===== src/common/sub_unit_map.svh =====
// constants for the subtract instruction unit
// assumes inclusion from the package and design files by bare name
`ifndef SUB_UNIT_MAP_SVH
`define SUB_UNIT_MAP_SVH
`define DATA_W 8
`define INDEX_W 7
`define NIBBLE_W 4
`define ACC_RESET 8'h00
`define DEST_ACC 1'b0
`define DEST_FILE 1'b1
`define FILE_DEPTH 128
`endif


===== src/common/sub_unit_pkg.sv =====
// types shared by the subtract instruction unit
// assumes the constant header sits beside it
`include "sub_unit_map.svh"
package sub_unit_pkg;
  // ----------------------------------------
  // instruction selection
  // ----------------------------------------
  typedef enum logic [1:0] {
    op_none,
    op_literal_minus_accumulator,
    op_register_minus_accumulator
  } sub_op_t;

  // ----------------------------------------
  // status flags
  // ----------------------------------------
  typedef struct packed {
    logic carry;
    logic nibble_borrow_flag;
    logic zero;
  } flags_t;
endpackage : sub_unit_pkg


===== src/common/file_port_if.sv =====
// file register access channel between unit and register file
// assumes one clock shared by both ends
`timescale 1ns/1ps
`include "sub_unit_map.svh"
interface file_port_if;
  logic [`INDEX_W-1:0] rd_index;
  logic [`DATA_W-1:0] rd_data;
  logic wr_en;
  logic [`INDEX_W-1:0] wr_index;
  logic [`DATA_W-1:0] wr_data;
  modport user (output rd_index, output wr_en, output wr_index,
    output wr_data, input rd_data);
  modport mem (input rd_index, input wr_en, input wr_index,
    input wr_data, output rd_data);
endinterface : file_port_if


===== src/hdl/sub_unit.sv =====
// subtract instruction datapath: literal and file register forms
// assumes decode delivers one instruction per issue pulse
// Summary of operation
// - the literal form loads literal minus accumulator into accumulator.
// - the register form reads file register by 7-bit index, minus acc.
// - register form with target 0 writes accumulator only.
// - register form with target 1 writes the file register only.
// - carry is 1 when minuend exceeds accumulator.
// - carry is 1 when minuend equals accumulator.
// - carry is 0 when accumulator exceeds minuend; result wraps mod 256.
`timescale 1ns/1ps
`include "sub_unit_map.svh"
module sub_unit
  import sub_unit_pkg::*;
(
  // clock and reset
  input wire logic clk,
  input wire logic arst_n,
  // instruction issue
  input wire logic issue,
  input wire logic is_register_form,
  input wire logic [`DATA_W-1:0] literal,
  input wire logic [`INDEX_W-1:0] file_index,
  input wire logic target_sel,
  // results
  output logic [`DATA_W-1:0] accumulator,
  output logic carry,
  output logic nibble_borrow_flag,
  output logic zero,
  output logic done
);
  // all state in one word: result, flags, the pending register-form
  // operation and the one-cycle completion pulse
  typedef struct packed {
    logic [`DATA_W-1:0] acc;
    flags_t flags;
    sub_op_t op;
    logic [`INDEX_W-1:0] index;
    logic target;
    logic done;
  } state_t;

  state_t s_q, s_d;
  file_port_if fport ();

  // ----------------------------------------
  // arithmetic helper
  // ----------------------------------------
  // minuend + ~acc + 1: carry out is the no-borrow flag
  function automatic logic [`DATA_W:0] sub9(
    input logic [`DATA_W-1:0] a, input logic [`DATA_W-1:0] b);
    sub9 = {1'b0, a} + {1'b0, ~b} + 9'h001;
  endfunction : sub9

  // low-nibble copy of the same sum: its carry out is the nibble flag,
  // so no separate borrow chain has to be kept
  function automatic logic [`NIBBLE_W:0] sub5(
    input logic [`NIBBLE_W-1:0] a, input logic [`NIBBLE_W-1:0] b);
    sub5 = {1'b0, a} + {1'b0, ~b} + 5'h01;
  endfunction : sub5

  // ----------------------------------------
  // elaboration checks
  // ----------------------------------------
  // the flags assume a nibble of half the word and a memory that the
  // index covers exactly; refuse a header edited out of step
  if (`NIBBLE_W * 2 != `DATA_W) begin : g_bad_nibble
    $error("sub_unit nibble must be half the data width");
  end
  if ((1 << `INDEX_W) != `FILE_DEPTH) begin : g_bad_index
    $error("sub_unit index width must cover the file memory");
  end

  // ----------------------------------------
  // file register memory
  // ----------------------------------------
  // read data are registered, which is why the register form needs a
  // second clock; the write port is driven from the next-state logic
  file_regs #(.DEPTH(`FILE_DEPTH)) u_regs (
    .clk(clk),
    .port(fport.mem)
  );

  // ----------------------------------------
  // next state
  // ----------------------------------------
  // register form latches index at issue; file data arrive next cycle,
  // so the register form executes in the cycle after issue
  logic [`DATA_W-1:0] minuend;
  logic [`DATA_W:0] diff;
  logic [`NIBBLE_W:0] ndiff;
  always_comb begin
    // defaults: pulses drop and no operation stays pending
    s_d = s_q;
    s_d.done = 1'b0;
    s_d.op = op_none;
    minuend = (s_q.op == op_register_minus_accumulator)
      ? fport.rd_data : literal;
    diff = sub9(minuend, s_q.acc);
    ndiff = sub5(minuend[`NIBBLE_W-1:0], s_q.acc[`NIBBLE_W-1:0]);
    // index goes straight to the memory so the data stand next cycle
    fport.rd_index = file_index;
    // the write port always carries the difference; wr_en alone decides
    fport.wr_en = 1'b0;
    fport.wr_index = s_q.index;
    fport.wr_data = diff[`DATA_W-1:0];
    case (s_q.op)
      // second cycle of the register form: any issue now is refused
      op_register_minus_accumulator: begin
        s_d.done = 1'b1;
        if (s_q.target == `DEST_FILE) begin
          fport.wr_en = 1'b1;
        end else begin
          s_d.acc = diff[`DATA_W-1:0];
        end
        s_d.flags.carry = diff[`DATA_W];
        s_d.flags.nibble_borrow_flag = ndiff[`NIBBLE_W];
        s_d.flags.zero = (diff[`DATA_W-1:0] == '0);
      end
      // idle: the literal form finishes on this edge, the register form
      // only records index and target and waits for the memory
      default: begin
        if (issue && !is_register_form) begin
          s_d.acc = diff[`DATA_W-1:0];
          s_d.flags.carry = diff[`DATA_W];
          s_d.flags.nibble_borrow_flag = ndiff[`NIBBLE_W];
          s_d.flags.zero = (diff[`DATA_W-1:0] == '0);
          s_d.done = 1'b1;
        end else if (issue) begin
          s_d.op = op_register_minus_accumulator;
          s_d.index = file_index;
          s_d.target = target_sel;
        end
      end
    endcase
  end

  // ----------------------------------------
  // state register
  // ----------------------------------------
  // constants only in the reset branch; the file memory keeps its words
  always_ff @(posedge clk or negedge arst_n) begin
    if (!arst_n) begin
      s_q <= '{acc: `ACC_RESET, flags: '0, op: op_none, index: '0,
        target: 1'b0, done: 1'b0};
    end else begin
      s_q <= s_d;
    end
  end

  // ----------------------------------------
  // outputs
  // ----------------------------------------
  // every output is a field of the state register, none is combinational
  assign accumulator = s_q.acc;
  assign carry = s_q.flags.carry;
  assign nibble_borrow_flag = s_q.flags.nibble_borrow_flag;
  assign zero = s_q.flags.zero;
  assign done = s_q.done;
endmodule : sub_unit


===== src/hdl/file_regs.sv =====
// file register memory, registered read data
// assumes read index is presented one cycle before data are used
`timescale 1ns/1ps
`include "sub_unit_map.svh"
module file_regs #(
  parameter int DEPTH = `FILE_DEPTH
) (
  // clock
  input wire logic clk,
  // access
  file_port_if.mem port
);
  // zero at power-up so a read before the first write is defined; there
  // is still no reset, so the contents survive arst_n like a ram
  logic [`DATA_W-1:0] mem_q [DEPTH] = '{default: '0};
  logic [`DATA_W-1:0] rd_q;

  // ----------------------------------------
  // storage
  // ----------------------------------------
  // the index reaches exactly this many words, no more and no fewer
  if (DEPTH != (1 << `INDEX_W)) begin : g_bad_depth
    $error("file_regs depth must match the index width");
  end

  // read first (a same-word write returns old data), read registered; memory holds no reset to stay ram-like
  always_ff @(posedge clk) begin
    if (port.wr_en) begin
      mem_q[port.wr_index] <= port.wr_data;
    end
    rd_q <= mem_q[port.rd_index];
  end
  assign port.rd_data = rd_q;
endmodule : file_regs


===== config.mk =====
export PLATFORM = sky130hd
export DESIGN_NAME = sub_unit
export DESIGN_NICKNAME = d
export VERILOG_FILES = /design/src/common/sub_unit_pkg.sv /design/src/common/file_port_if.sv /design/src/hdl/sub_unit.sv /design/src/hdl/file_regs.sv
export VERILOG_INCLUDE_DIRS = /design/src /design/src/common
export SDC_FILE = /design/constraint.sdc
export NUM_CORES = 1
export LEC_CHECK = 0
export BUFFER_PORTS_ARGS = -buffer_cell sky130_fd_sc_hd__buf_2
export CAP_MARGIN = 0
export CORE_MARGIN = 1
export CORE_UTILIZATION = 30
export CTS_CLUSTER_SIZE = 28
export DETAILED_ROUTE_END_ITERATION = 8
export PLACE_DENSITY = 0.42
export RECOVER_POWER = 100
export SETUP_SLACK_MARGIN = 0.15
export SYNTH_ARGS = -nofsm -noshare
export SYNTH_HDL_FRONTEND = slang
export SYNTH_SLANG_ARGS = --single-unit
export TNS_END_PERCENT = 5

===== constraint.sdc =====
create_clock -name clk -period 8.5 [get_ports clk]
set_input_delay 0.425 -clock clk [delete_from_list [all_inputs] [get_ports clk]]
set_output_delay 0.425 -clock clk [all_outputs]
set_load 0.02 [all_outputs]

## Word level (Yosys, flattened, before mapping)

Memories as Yosys holds them, arrays and structs flattened. A register that Yosys moved wholly into a read port is not among the register bits.
Index checks and enable logic that the tools add are counted.

- Bitwise logic cells: 4
- Reduce and logical (&&, ||, !) cells: 6
- Muxes and demuxes: 13
- $add $sub $neg: 4
- Eq/ne operators: 2

Operators by type and width:

| operator | number |
|---|---|
| $mux W10 | 3 |
| $mux W11 | 2 |
| $mux W8 | 2 |
| $add A8 B8 Y9 | 1 |
| $add A9 B1 Y9 const B | 1 |
| $logic_not A8 Y1 | 1 |
| $not A8 Y8 | 1 |
| $mux W1 | 6 |
| $add A4 B4 Y5 | 1 |
| $add A5 B1 Y5 const B | 1 |
| $not A4 Y4 | 1 |
| $reduce_and A3 Y1 | 1 |
| $eq A2 B2 Y1 const B | 1 |
| $ne A2 B2 Y1 const B | 1 |
| $not A1 Y1 | 2 |
| $reduce_and A2 Y1 | 1 |
| $reduce_bool A2 Y1 | 1 |
| $logic_and A1 B1 Y1 | 1 |
| $logic_not A1 Y1 | 1 |

- Input port bits: 20
- Memory bits (writable): 1024
- Flip-flop bits (word level): 22
- Logic and storage cells: 38
- Memories kept: 1

Memories:

| memory | words | bits a word | rd ports | clocked after Yosys merged registers in | wr ports | RTL line | source |
|---|---|---|---|---|---|---|---|
| u_regs.mem_q | 128 | 8 | 1 | 1 | 1 | file_regs.sv:15 | `` logic [`DATA_W-1:0] mem_q [DEPTH] = '{default: '0}; `` |

## Longest topological paths before layout

Gate-level depths: netlist of the first run.

- Depth after elaboration: 7
- Depth in mapped cells: 10
- Depth with buffers taken out: 9

## Hierarchy

Synthesis of the first run repeated with hierarchy kept, for this count alone.

- Cells, all modules: 1782
- Area total of the unflattened synthesis: 40959.3 um^2

By module, submodules not included:

| module | instances | area each (um^2) | seq. area each (um^2) | cells each |
|---|---|---|---|---|
| file_regs | 1 | 39665.5 | 30909.6 | 1635 |
| sub_unit | 1 | 1293.7 | 525.5 | 147 |

## Least setup slack after synthesis of the first run

Ideal clock, no wire load.

- Path type: reg-to-reg
- Start: register s_q[10] (netlist bit)
- End: memory u_regs.mem_q[0][7] (netlist bit), data pin
- Cell stages (with the launch flop): 9
- Arrival: 5.549 ns
- Data required time: 7.560 ns
- Slack: 2.011 ns
- Path buffers: 1
- Library setup time: 0.940 ns
- Path through: dfrtp_1 > clkbuf_1 > mux2_2 > ha_1 > o21a_1 > o31a_1 > or4_1 > a31oi_1 > xnor2_1

- Cells in the longest elaborated chain, start to end: 4

RTL lines:

| what | RTL line | source |
|---|---|---|
| start, declared | sub_unit.sv:43 | `state_t s_q, s_d;` |
| start signal, assigned | sub_unit.sv:144 | `` s_q <= '{acc: `ACC_RESET, flags: '0, op: op_none, index: '0, `` |
| $eq A2 B2 Y1 | sub_unit.sv:97 | `minuend = (s_q.op == op_register_minus_accumulator)` |
| $mux W8 | sub_unit.sv:98 | `? fport.rd_data : literal;` |
| $add A8 B8 Y9 | sub_unit.sv:52 | `sub9 = {1'b0, a} + {1'b0, ~b} + 9'h001;` |
| $add A9 B1 Y9 | sub_unit.sv:52 |  |
| via diff[7] | sub_unit.sv:90 | `` logic [`DATA_W:0] diff; `` |
| end, declared | file_regs.sv:15 |  |

The timed path passes the listed nets, and every way through them passes these cells.

==> flow_metrics.py, run 1 <==
metrics = {
    "floorplan": {
        "pin_count": 32,
        "die_w_um": 371,
        "die_height_um": 371,
        "rows": 135,
        "design.die.area_um2": 138000,
        "start_util": 0.302,
        "core_area_um2": 135000,
    },
    "timing": {
        "worst_pin_slew_ns": 3.34,
        "fin_ws_ns": 2.36,
        "fin_skew_ns": 0.0539,
        "hold_viol": 0,
        "finalCritPeriodShare": 0.722,
        "drv_slew": 529,
        "setup_viol": 0,
        "tns_ns": 0,
        "slew_headroom": -1.23,
        "fmax_mhz": 163,
        "rsz0062_at_grt": "no",
        "period_needed_ns": 6.14,
    },
    "critical_path": {
        "worstSetupPathType": "in -> reg",
        "endpoint_kind": "register",
        "cp_top_family": "buffers and inverters",
        "crit_fanout": 25,
        "start_kind": "primary input",
        "reg2reg_from": "s_q[10]",
        "reg2reg_to": "u_regs.mem_q[33][5]",
        "rr_worst_depth": 7,
        "path_common_cell": "clkbuf_1",
        "cp.arrival_ns": 6.69,
        "reg2reg_slack_ns": 2.67,
        "path_cells": "dlygate4sd3_1 -> buf_2 -> nor2b_1 -> clkbuf_1 -> clkbuf_1 -> a22oi_1 -> nand2_1 -> nor3_1 -> nor4_1",
        "cp.required_ns": 9.05,
        "cp.buffers_inverters": 4,
        "worst_path_max_delay_cell": "nor2b_1",
        "critPathMaxStageDelay_ns": 1.60,
    },
    "logic_synthesis": {
        "synth_seq_cells": 1053,
        "synthTopCellsByArea": "edfxtp_1 75%, mux4_2 11%, mux2i_1 3.2%",
        "synth_edf_count": 1024,
        "yosysSeqAreaShare": 0.768,
        "ys_warn_count": 0,
        "syn_inst": 2093,
        "synthArstFlopShare": 0.0199,
        "synth_area_per_cell_um2": 19.6,
        "synth_flop_cell": "edfxtp_1",
        "synth.top_cell.area_share": 0.751,
        "syn_nets": 2122,
        "netlist_area_um2": 40900,
        "ys_types": 48,
        "synth_area_leader_cell": "edfxtp_1",
    },
    "pwr": {
        "clock_power_share": 0.330,
        "ir_drop_uv": 333,
        "internal_power_mw": 10.7,
        "swShare": 0.282,
        "p_switching_mw": 4.19,
        "power_frac_seq": 0.507,
        "p_leak_nw": 14.6,
        "p_comb_frac": 0.163,
        "power_density_nw_per_um2": 319,
    },
    "clocking": {
        "clk_transition_reported_paths_ns": 0.06,
        "cts_tree": "built",
        "cts_buffers": 115,
        "hold_buffers": 4,
        "cts_root_buf": "clkbuf_16",
        "ctsHtreeMaxLevel": 3,
        "ctsResizeCount": 0,
        "cts.path.max_buffers": 3,
        "clk_latency_ns": 0.72,
        "postCtsSetupRepairBufs": 0,
        "clkSinkCount": 1053,
    },
    "placed_design": {
        "post-place-ws_ns": 4.51,
        "gp_congestion": 0.794,
        "place_hpwl_um": 64100,
        "port-buffer-count": 31,
        "place_area_um2": 43100,
    },
    "status": {
        "violations": "max-capacitance violations, max-slew violations",
        "status": "finished with violations",
    },
    "grt": {
        "grt_pass1_vias": 20952,
        "antenna_found_initial": 2,
        "grt_overflow": 0,
        "grt_max_degree": 93,
        "grt_pass1_wl_um": 156000,
        "grt_usage": 0.159,
    },
    "final_layout": {
        "area_growth_pct": 14.1,
        "diodes": 0,
        "regArea_um2": 31400,
        "final_cell_area_um2": 46700,
        "multiInputGateArea_um2": 8850,
        "fill_cells": 12749,
        "nets": 2188,
        "drive_gt1_frac": 0.181,
        "post-route-util": 0.345,
    },
    "routing": {
        "vias": 20128,
        "wl_per_cell_um": 26.9,
        "drc": 0,
        "drt_wl_total_um": 108000,
        "avgViaCountPerCell": 4.99,
        "drt_iter0_markers": 1525,
        "drtPass1Iterations": 5,
        "ant_nets": 0,
    },
    "worst_hold_path": {
        "worstHoldPathCells": 3,
        "min_from": "file_index[3]",
        "min_to": "fport.wr_index[3]",
        "hold_path_class": "in -> reg",
    },
    "flow_run": {
        "drv_cap": 14,
    },
}
## synth_stat cells, types with 4 or more instances
cell type  instances
buf_4             27
buf_2             37
a21oi_1            4
edfxtp_1        1024
clkbuf_1          49
a211oi_1          56
mux2i_1          130
nor3_1            10
nand3b_1           9
o22ai_1           56
ha_1               8
nor2_1           146
dfrtp_1           21
nor4_1             9
inv_1             17
nand2_1          133
mux2_2             8
nor2b_1            6
mux4_2           192
a22oi_1           64
dfxtp_1            8
o21ai_0           18
nand3_1           19
## worst max-delay path by stage
| stage | from | end | slack [ns] | cells past startpoint |
|---|---|---|---|---|
| after floorplan | s_q[10] | u_regs.mem_q[0][7] | 2.01 | 8 |
| after global placement | file_index[1] | u_regs.port.rd_data[5] | 4.58 | 7 |
| after detailed placement | s_q[10] | u_regs.mem_q[39][3] | 4.51 | 8 |
| after CTS | s_q[10] | u_regs.mem_q[44][3] | 4.47 | 8 |
| after global routing | file_index[4] | u_regs.port.rd_data[0] | 2.16 | 9 |
| final | file_index[4] | u_regs.port.rd_data[5] | 2.36 | 9 |
## layout by cell type, fill, tap and decap left out, types with 3 or more instances in the layout
cell           Yosys  routed
clkbuf_1          49      57
clkinv_2           0      17
ha_1               8       8
nor2_1           146     145
nand2b_1           3       3
mux4_2           192     192
o21ai_0           18      19
o22ai_1           56      56
clkbuf_16          0     118
nand3b_1           9       9
clkinv_1           1      20
mux2i_1          130     130
a211oi_1          56      56
nand3_1           19      19
dlygate4sd3_1      0       4
nand4_1            3       3
dfrtp_1           21      21
nand4b_1           3       3
clkinvlp_2         0       4
nor2b_1            6       7
edfxtp_1        1024    1024
dfxtp_1            8       8
clkbuf_8           0       6
nor3_1            10      10
buf_4             27      16
nand2_1          133     133
or3b_2             3       4
mux2_2             8       8
inv_1             17      12
buf_2             37      16
a21oi_1            4       4
bufinv_16          0      10
clkinvlp_4         0       3
nor4_1             9       9
buf_12             0       3
a22oi_1           64      64
## power by group through the flow
stage | clock network [mW] | logic, mW | registers, mW
2_1_floorplan | 0 | 1.23 | 7.75
3_3_place_gp | 0 | 2.45 | 7.55
3_5_place_dp | 0 | 2.58 | 7.56
4_1_cts | 5.02 | 2.58 | 7.45
5_1_grt | 5.21 | 2.66 | 7.57
6_report | 4.91 | 2.43 | 7.55
## state kept, by name (all words and copies together), names as in the netlist
signal,count
zero,1
u_regs.mem_q,1024
carry,1
nibble_borrow_flag,1
accumulator,8
done,1
s_q,2
fport.wr_index,7
u_regs.port.rd_data,8
## layer usage
metal  vias up  part of all wire  GRT usage
met1     10809              0.47      0.228
met4         2             0.027     0.0470
met2       483              0.46      0.245
li1       8664                 -          -
met5         -           0.00012          0
met3       170             0.046     0.0279
## stage by stage
step	hold WS (ns)	std cells	power [mW]
after CTS	0.0832	4031	15.0
final	0.175	4031	14.9
after floorplan	0.129	2093	8.98
after global placement	0.467	3819	10.0
after detailed placement	0.466	3819	10.1
after global routing	0.121	4031	15.4
## area by class of cell
type | instances | area share
timing repair buffer | 67 | 0.00919
clock buffer | 156 | 0.0676
multi-input combinational | 904 | 0.189
tap | 1781 | 0.0477
inverter | 18 | 0.00161
clock inverter | 52 | 0.0114
sequential | 1053 | 0.673
## kinds of logic after synthesis
| family | count (synthesis) | synth area share |
|---|---|---|
| xor gates and xnor gates | 4 | 0.000856 |
| DFF | 1053 | 0.768 |
| buffers and inverters | 136 | 0.0164 |
| muxes | 330 | 0.140 |
| adders and majority gates | 9 | 0.00293 |
| and+or+nand+nor | 353 | 0.0370 |
| AOI/OAI and AO/OA | 208 | 0.0351 |
## worst reg2reg max path, cell delays in order, from the launching register on
cell and delay, ns:
dfrtp_1 0.59, mux2_2 0.39, ha_1 0.40, and3_1 0.20, a211o_1 0.26, a311oi_1 0.45, clkinvlp_2 1.99, buf_4 1.06
(Power assumes the default switching activity.)
==> run 2, diff against run 1 <==
--- a/config.mk
+++ b/config.mk
@@ -12,7 +12,7 @@
 export CORE_UTILIZATION = 30
 export CTS_CLUSTER_SIZE = 28
 export DETAILED_ROUTE_END_ITERATION = 8
-export PLACE_DENSITY = 0.42
+export PLACE_DENSITY = 0.43
 export RECOVER_POWER = 100
 export SETUP_SLACK_MARGIN = 0.15
 export SYNTH_ARGS = -nofsm -noshare
==> constraint.sdc (replaced) <==
create_clock -name clk -period 5.4 [get_ports clk]
set_input_delay 0.27 -clock clk [delete_from_list [all_inputs] [get_ports clk]]
set_output_delay 0.27 -clock clk [all_outputs]
set_load 0.02 [all_outputs]
==> run 2 against run 1 <==
  * The flow still finishes with violations (max-capacitance violations, max-slew violations)
  * Clock power is 50% higher
  * Hold slack worse by 0.12 ns
  * Wire length is 1.0% lower
  * Clock-buffer cell count is 26 lower
  * Sequential share of layout area is 0.14 points lower
  * Flip-flop and latch count stayed put
  * Critical path depth stayed put
  * Clock skew is 0.028 ns lower
==> flow_metrics.py, run 2 (same netlist as run 1, synthesis figures left out) <==
metrics = {
    "routing": {
        "wl_per_cell_um": 26.4,
        "drc": 0,
        "drtPass1Iterations": 5,
        "vias": 19917,
        "avgViaCountPerCell": 4.90,
        "drt_wl_total_um": 107000,
        "ant_nets": 0,
        "drt_iter0_markers": 1499,
    },
    "grt": {
        "grt_usage": 0.157,
        "grt_overflow": 0,
        "grt_max_degree": 131,
        "grt_pass1_vias": 21076,
        "grt_pass1_wl_um": 155000,
        "antenna_found_initial": 0,
    },
    "critical_path": {
        "startpoint": "s_q[10]",
        "worstSetupPathType": "reg -> reg",
        "cp.required_ns": 5.68,
        "start_kind": "register",
        "critPathMaxStageDelay_ns": 1.04,
        "cp_top_family": "buffers and inverters",
        "crit_fanout": 130,
        "cp.arrival_ns": 4.51,
        "path_cells": "mux2i_1 -> inv_1 -> ha_1 -> nor2b_1 -> o31a_1 -> or4_1 -> a31oi_1 -> xnor2_4 -> clkbuf_4",
        "reg2reg_from": "s_q[10]",
        "endpoint_kind": "register",
        "cp.buffers_inverters": 2,
        "worst_path_max_delay_cell": "clkbuf_4",
    },
    "timing": {
        "fin_skew_ns": 0.0258,
        "worst_pin_slew_ns": 2.25,
        "fmax_mhz": 236,
        "period_needed_ns": 4.23,
        "rsz0062_at_grt": "no",
        "hold_viol": 0,
        "setup_viol": 0,
        "finalCritPeriodShare": 0.783,
        "drv_slew": 191,
        "slew_headroom": -0.500,
        "tns_ns": 0,
    },
    "floorplan": {
        "rows": 135,
        "pin_count": 32,
        "die_w_um": 371,
        "die_height_um": 371,
        "core_area_um2": 135000,
        "design.die.area_um2": 138000,
        "start_util": 0.302,
    },
    "final_layout": {
        "largest_reg_flops": 1024,
        "nets": 2221,
        "multiInputGateArea_um2": 8870,
        "fill_cells": 12741,
        "final_cell_mix": "1024 x edfxtp_1, 192 x mux4_2, 145 x nor2_1, 133 x nand2_1, 130 x mux2i_1",
        "regMostFlops": "u_regs.mem_q",
        "drive_gt1_frac": 0.187,
        "final_cell_area_um2": 46800,
        "area_growth_pct": 14.4,
        "diodes": 0,
        "mostFrequentLayoutCell": "edfxtp_1",
        "regArea_um2": 31400,
    },
    "placed_design": {
        "place_area_um2": 43400,
        "place_hpwl_um": 64000,
        "gp_congestion": 0.747,
        "port-buffer-count": 31,
    },
    "clocking": {
        "postCtsSetupRepairBufs": 0,
        "cts_buffers": 111,
        "cts_tree": "built",
        "cts.path.max_buffers": 3,
        "clk_transition_reported_paths_ns": 0.06,
        "ctsHtreeMaxLevel": 3,
        "clk_latency_ns": 0.71,
        "cts_root_buf": "clkbuf_16",
        "clkSinkCount": 1053,
    },
    "pwr": {
        "p_leak_nw": 14.7,
        "power_density_nw_per_um2": 490,
        "ir_drop_uv": 679,
    },
    "worst_hold_path": {
        "hold_path_class": "in -> reg",
        "min_from": "file_index[5]",
    },
    "status": {
        "status": "finished with violations",
        "violations": "max-capacitance violations, max-slew violations",
    },
    "flow_run": {
        "drv_cap": 4,
    },
}
run 2: cell types whose count changed in the layout (fill, tap and decap cells not counted), sizes merged, moves of 3 or more:
| cell | delta |
|---|---|
| buf | +6 |
| bufinv | -3 |
| clkinv | +23 |
| clkinvlp | -3 |
| dlygate4sd3 | +3 |
| inv | +6 |
run 2: timing repair:
action,in CTS,in global routing
endpoints found under the hold margin,28,0
resized for setup,0,0
hold buffers,7,0
run 2: path summary, 6_finish.rpt:
check	endpoint	slack, ns	cells after the start
max	u_regs.mem_q[53][7]	1.17	9
min in group asynchronous	nibble_borrow_flag	0.45	2
min reg2reg	s_q[1]	0.48	2
max reg2reg	u_regs.mem_q[53][7]	1.17	9
max in group asynchronous	accumulator[7]	4.10	2
min	fport.wr_index[5]	0.05	3
run 2: report_power, final:
group          switching [mW]  internal [mW]  total (mW)
logic                    3.27          0.514        3.79
clock network            3.17           4.20        7.37
registers              0.0673           11.7        11.8
total                    6.51           16.4        22.9
run 2: routing by layer:
layer / track usage / share of wire
met1: 0.217 / 0.45
met2: 0.259 / 0.49
met3: 0.0218 / 0.039
met4: 0.0411 / 0.018
met5: 0 / 0
run 2: cell type report:
class / count / share of cell area
clock buffers: 130 / 0.0627
clock inverters: 75 / 0.0119
inverters: 18 / 0.00171
multi-input cells: 904 / 0.189
flip-flops and latches: 1053 / 0.672
well taps: 1781 / 0.0476
repair buffers: 104 / 0.0150
run 2: worst register-to-register path, cell delays in order (launching register included):
cell and delay (ns):
dfrtp_1 0.61, mux2i_1 0.33, inv_1 0.08, ha_1 0.26, nor2b_1 0.14, o31a_1 0.28
or4_1 0.42, a31oi_1 0.38, xnor2_4 0.15, clkbuf_4 1.04
run 2: metrics by stage:
stage / total power, mW / cells / util / worst slack [ns] / hold slack (ns)
6_report: 22.9 / 4065 / 0.345 / 1.17 / 0.0540
5_1_grt: 23.8 / 4065 / 0.345 / 0.844 / 0.0318
4_1_cts: 23.3 / 4065 / 0.347 / 1.66 / 0.00166
3_5_place_dp: 15.9 / 3853 / 0.321 / 1.68 / 0.326
3_3_place_gp: 15.7 / 3853 / 0.321 / 1.74 / 0.323
2_1_floorplan: 13.9 / 2093 / - / -0.673 / -0.0256
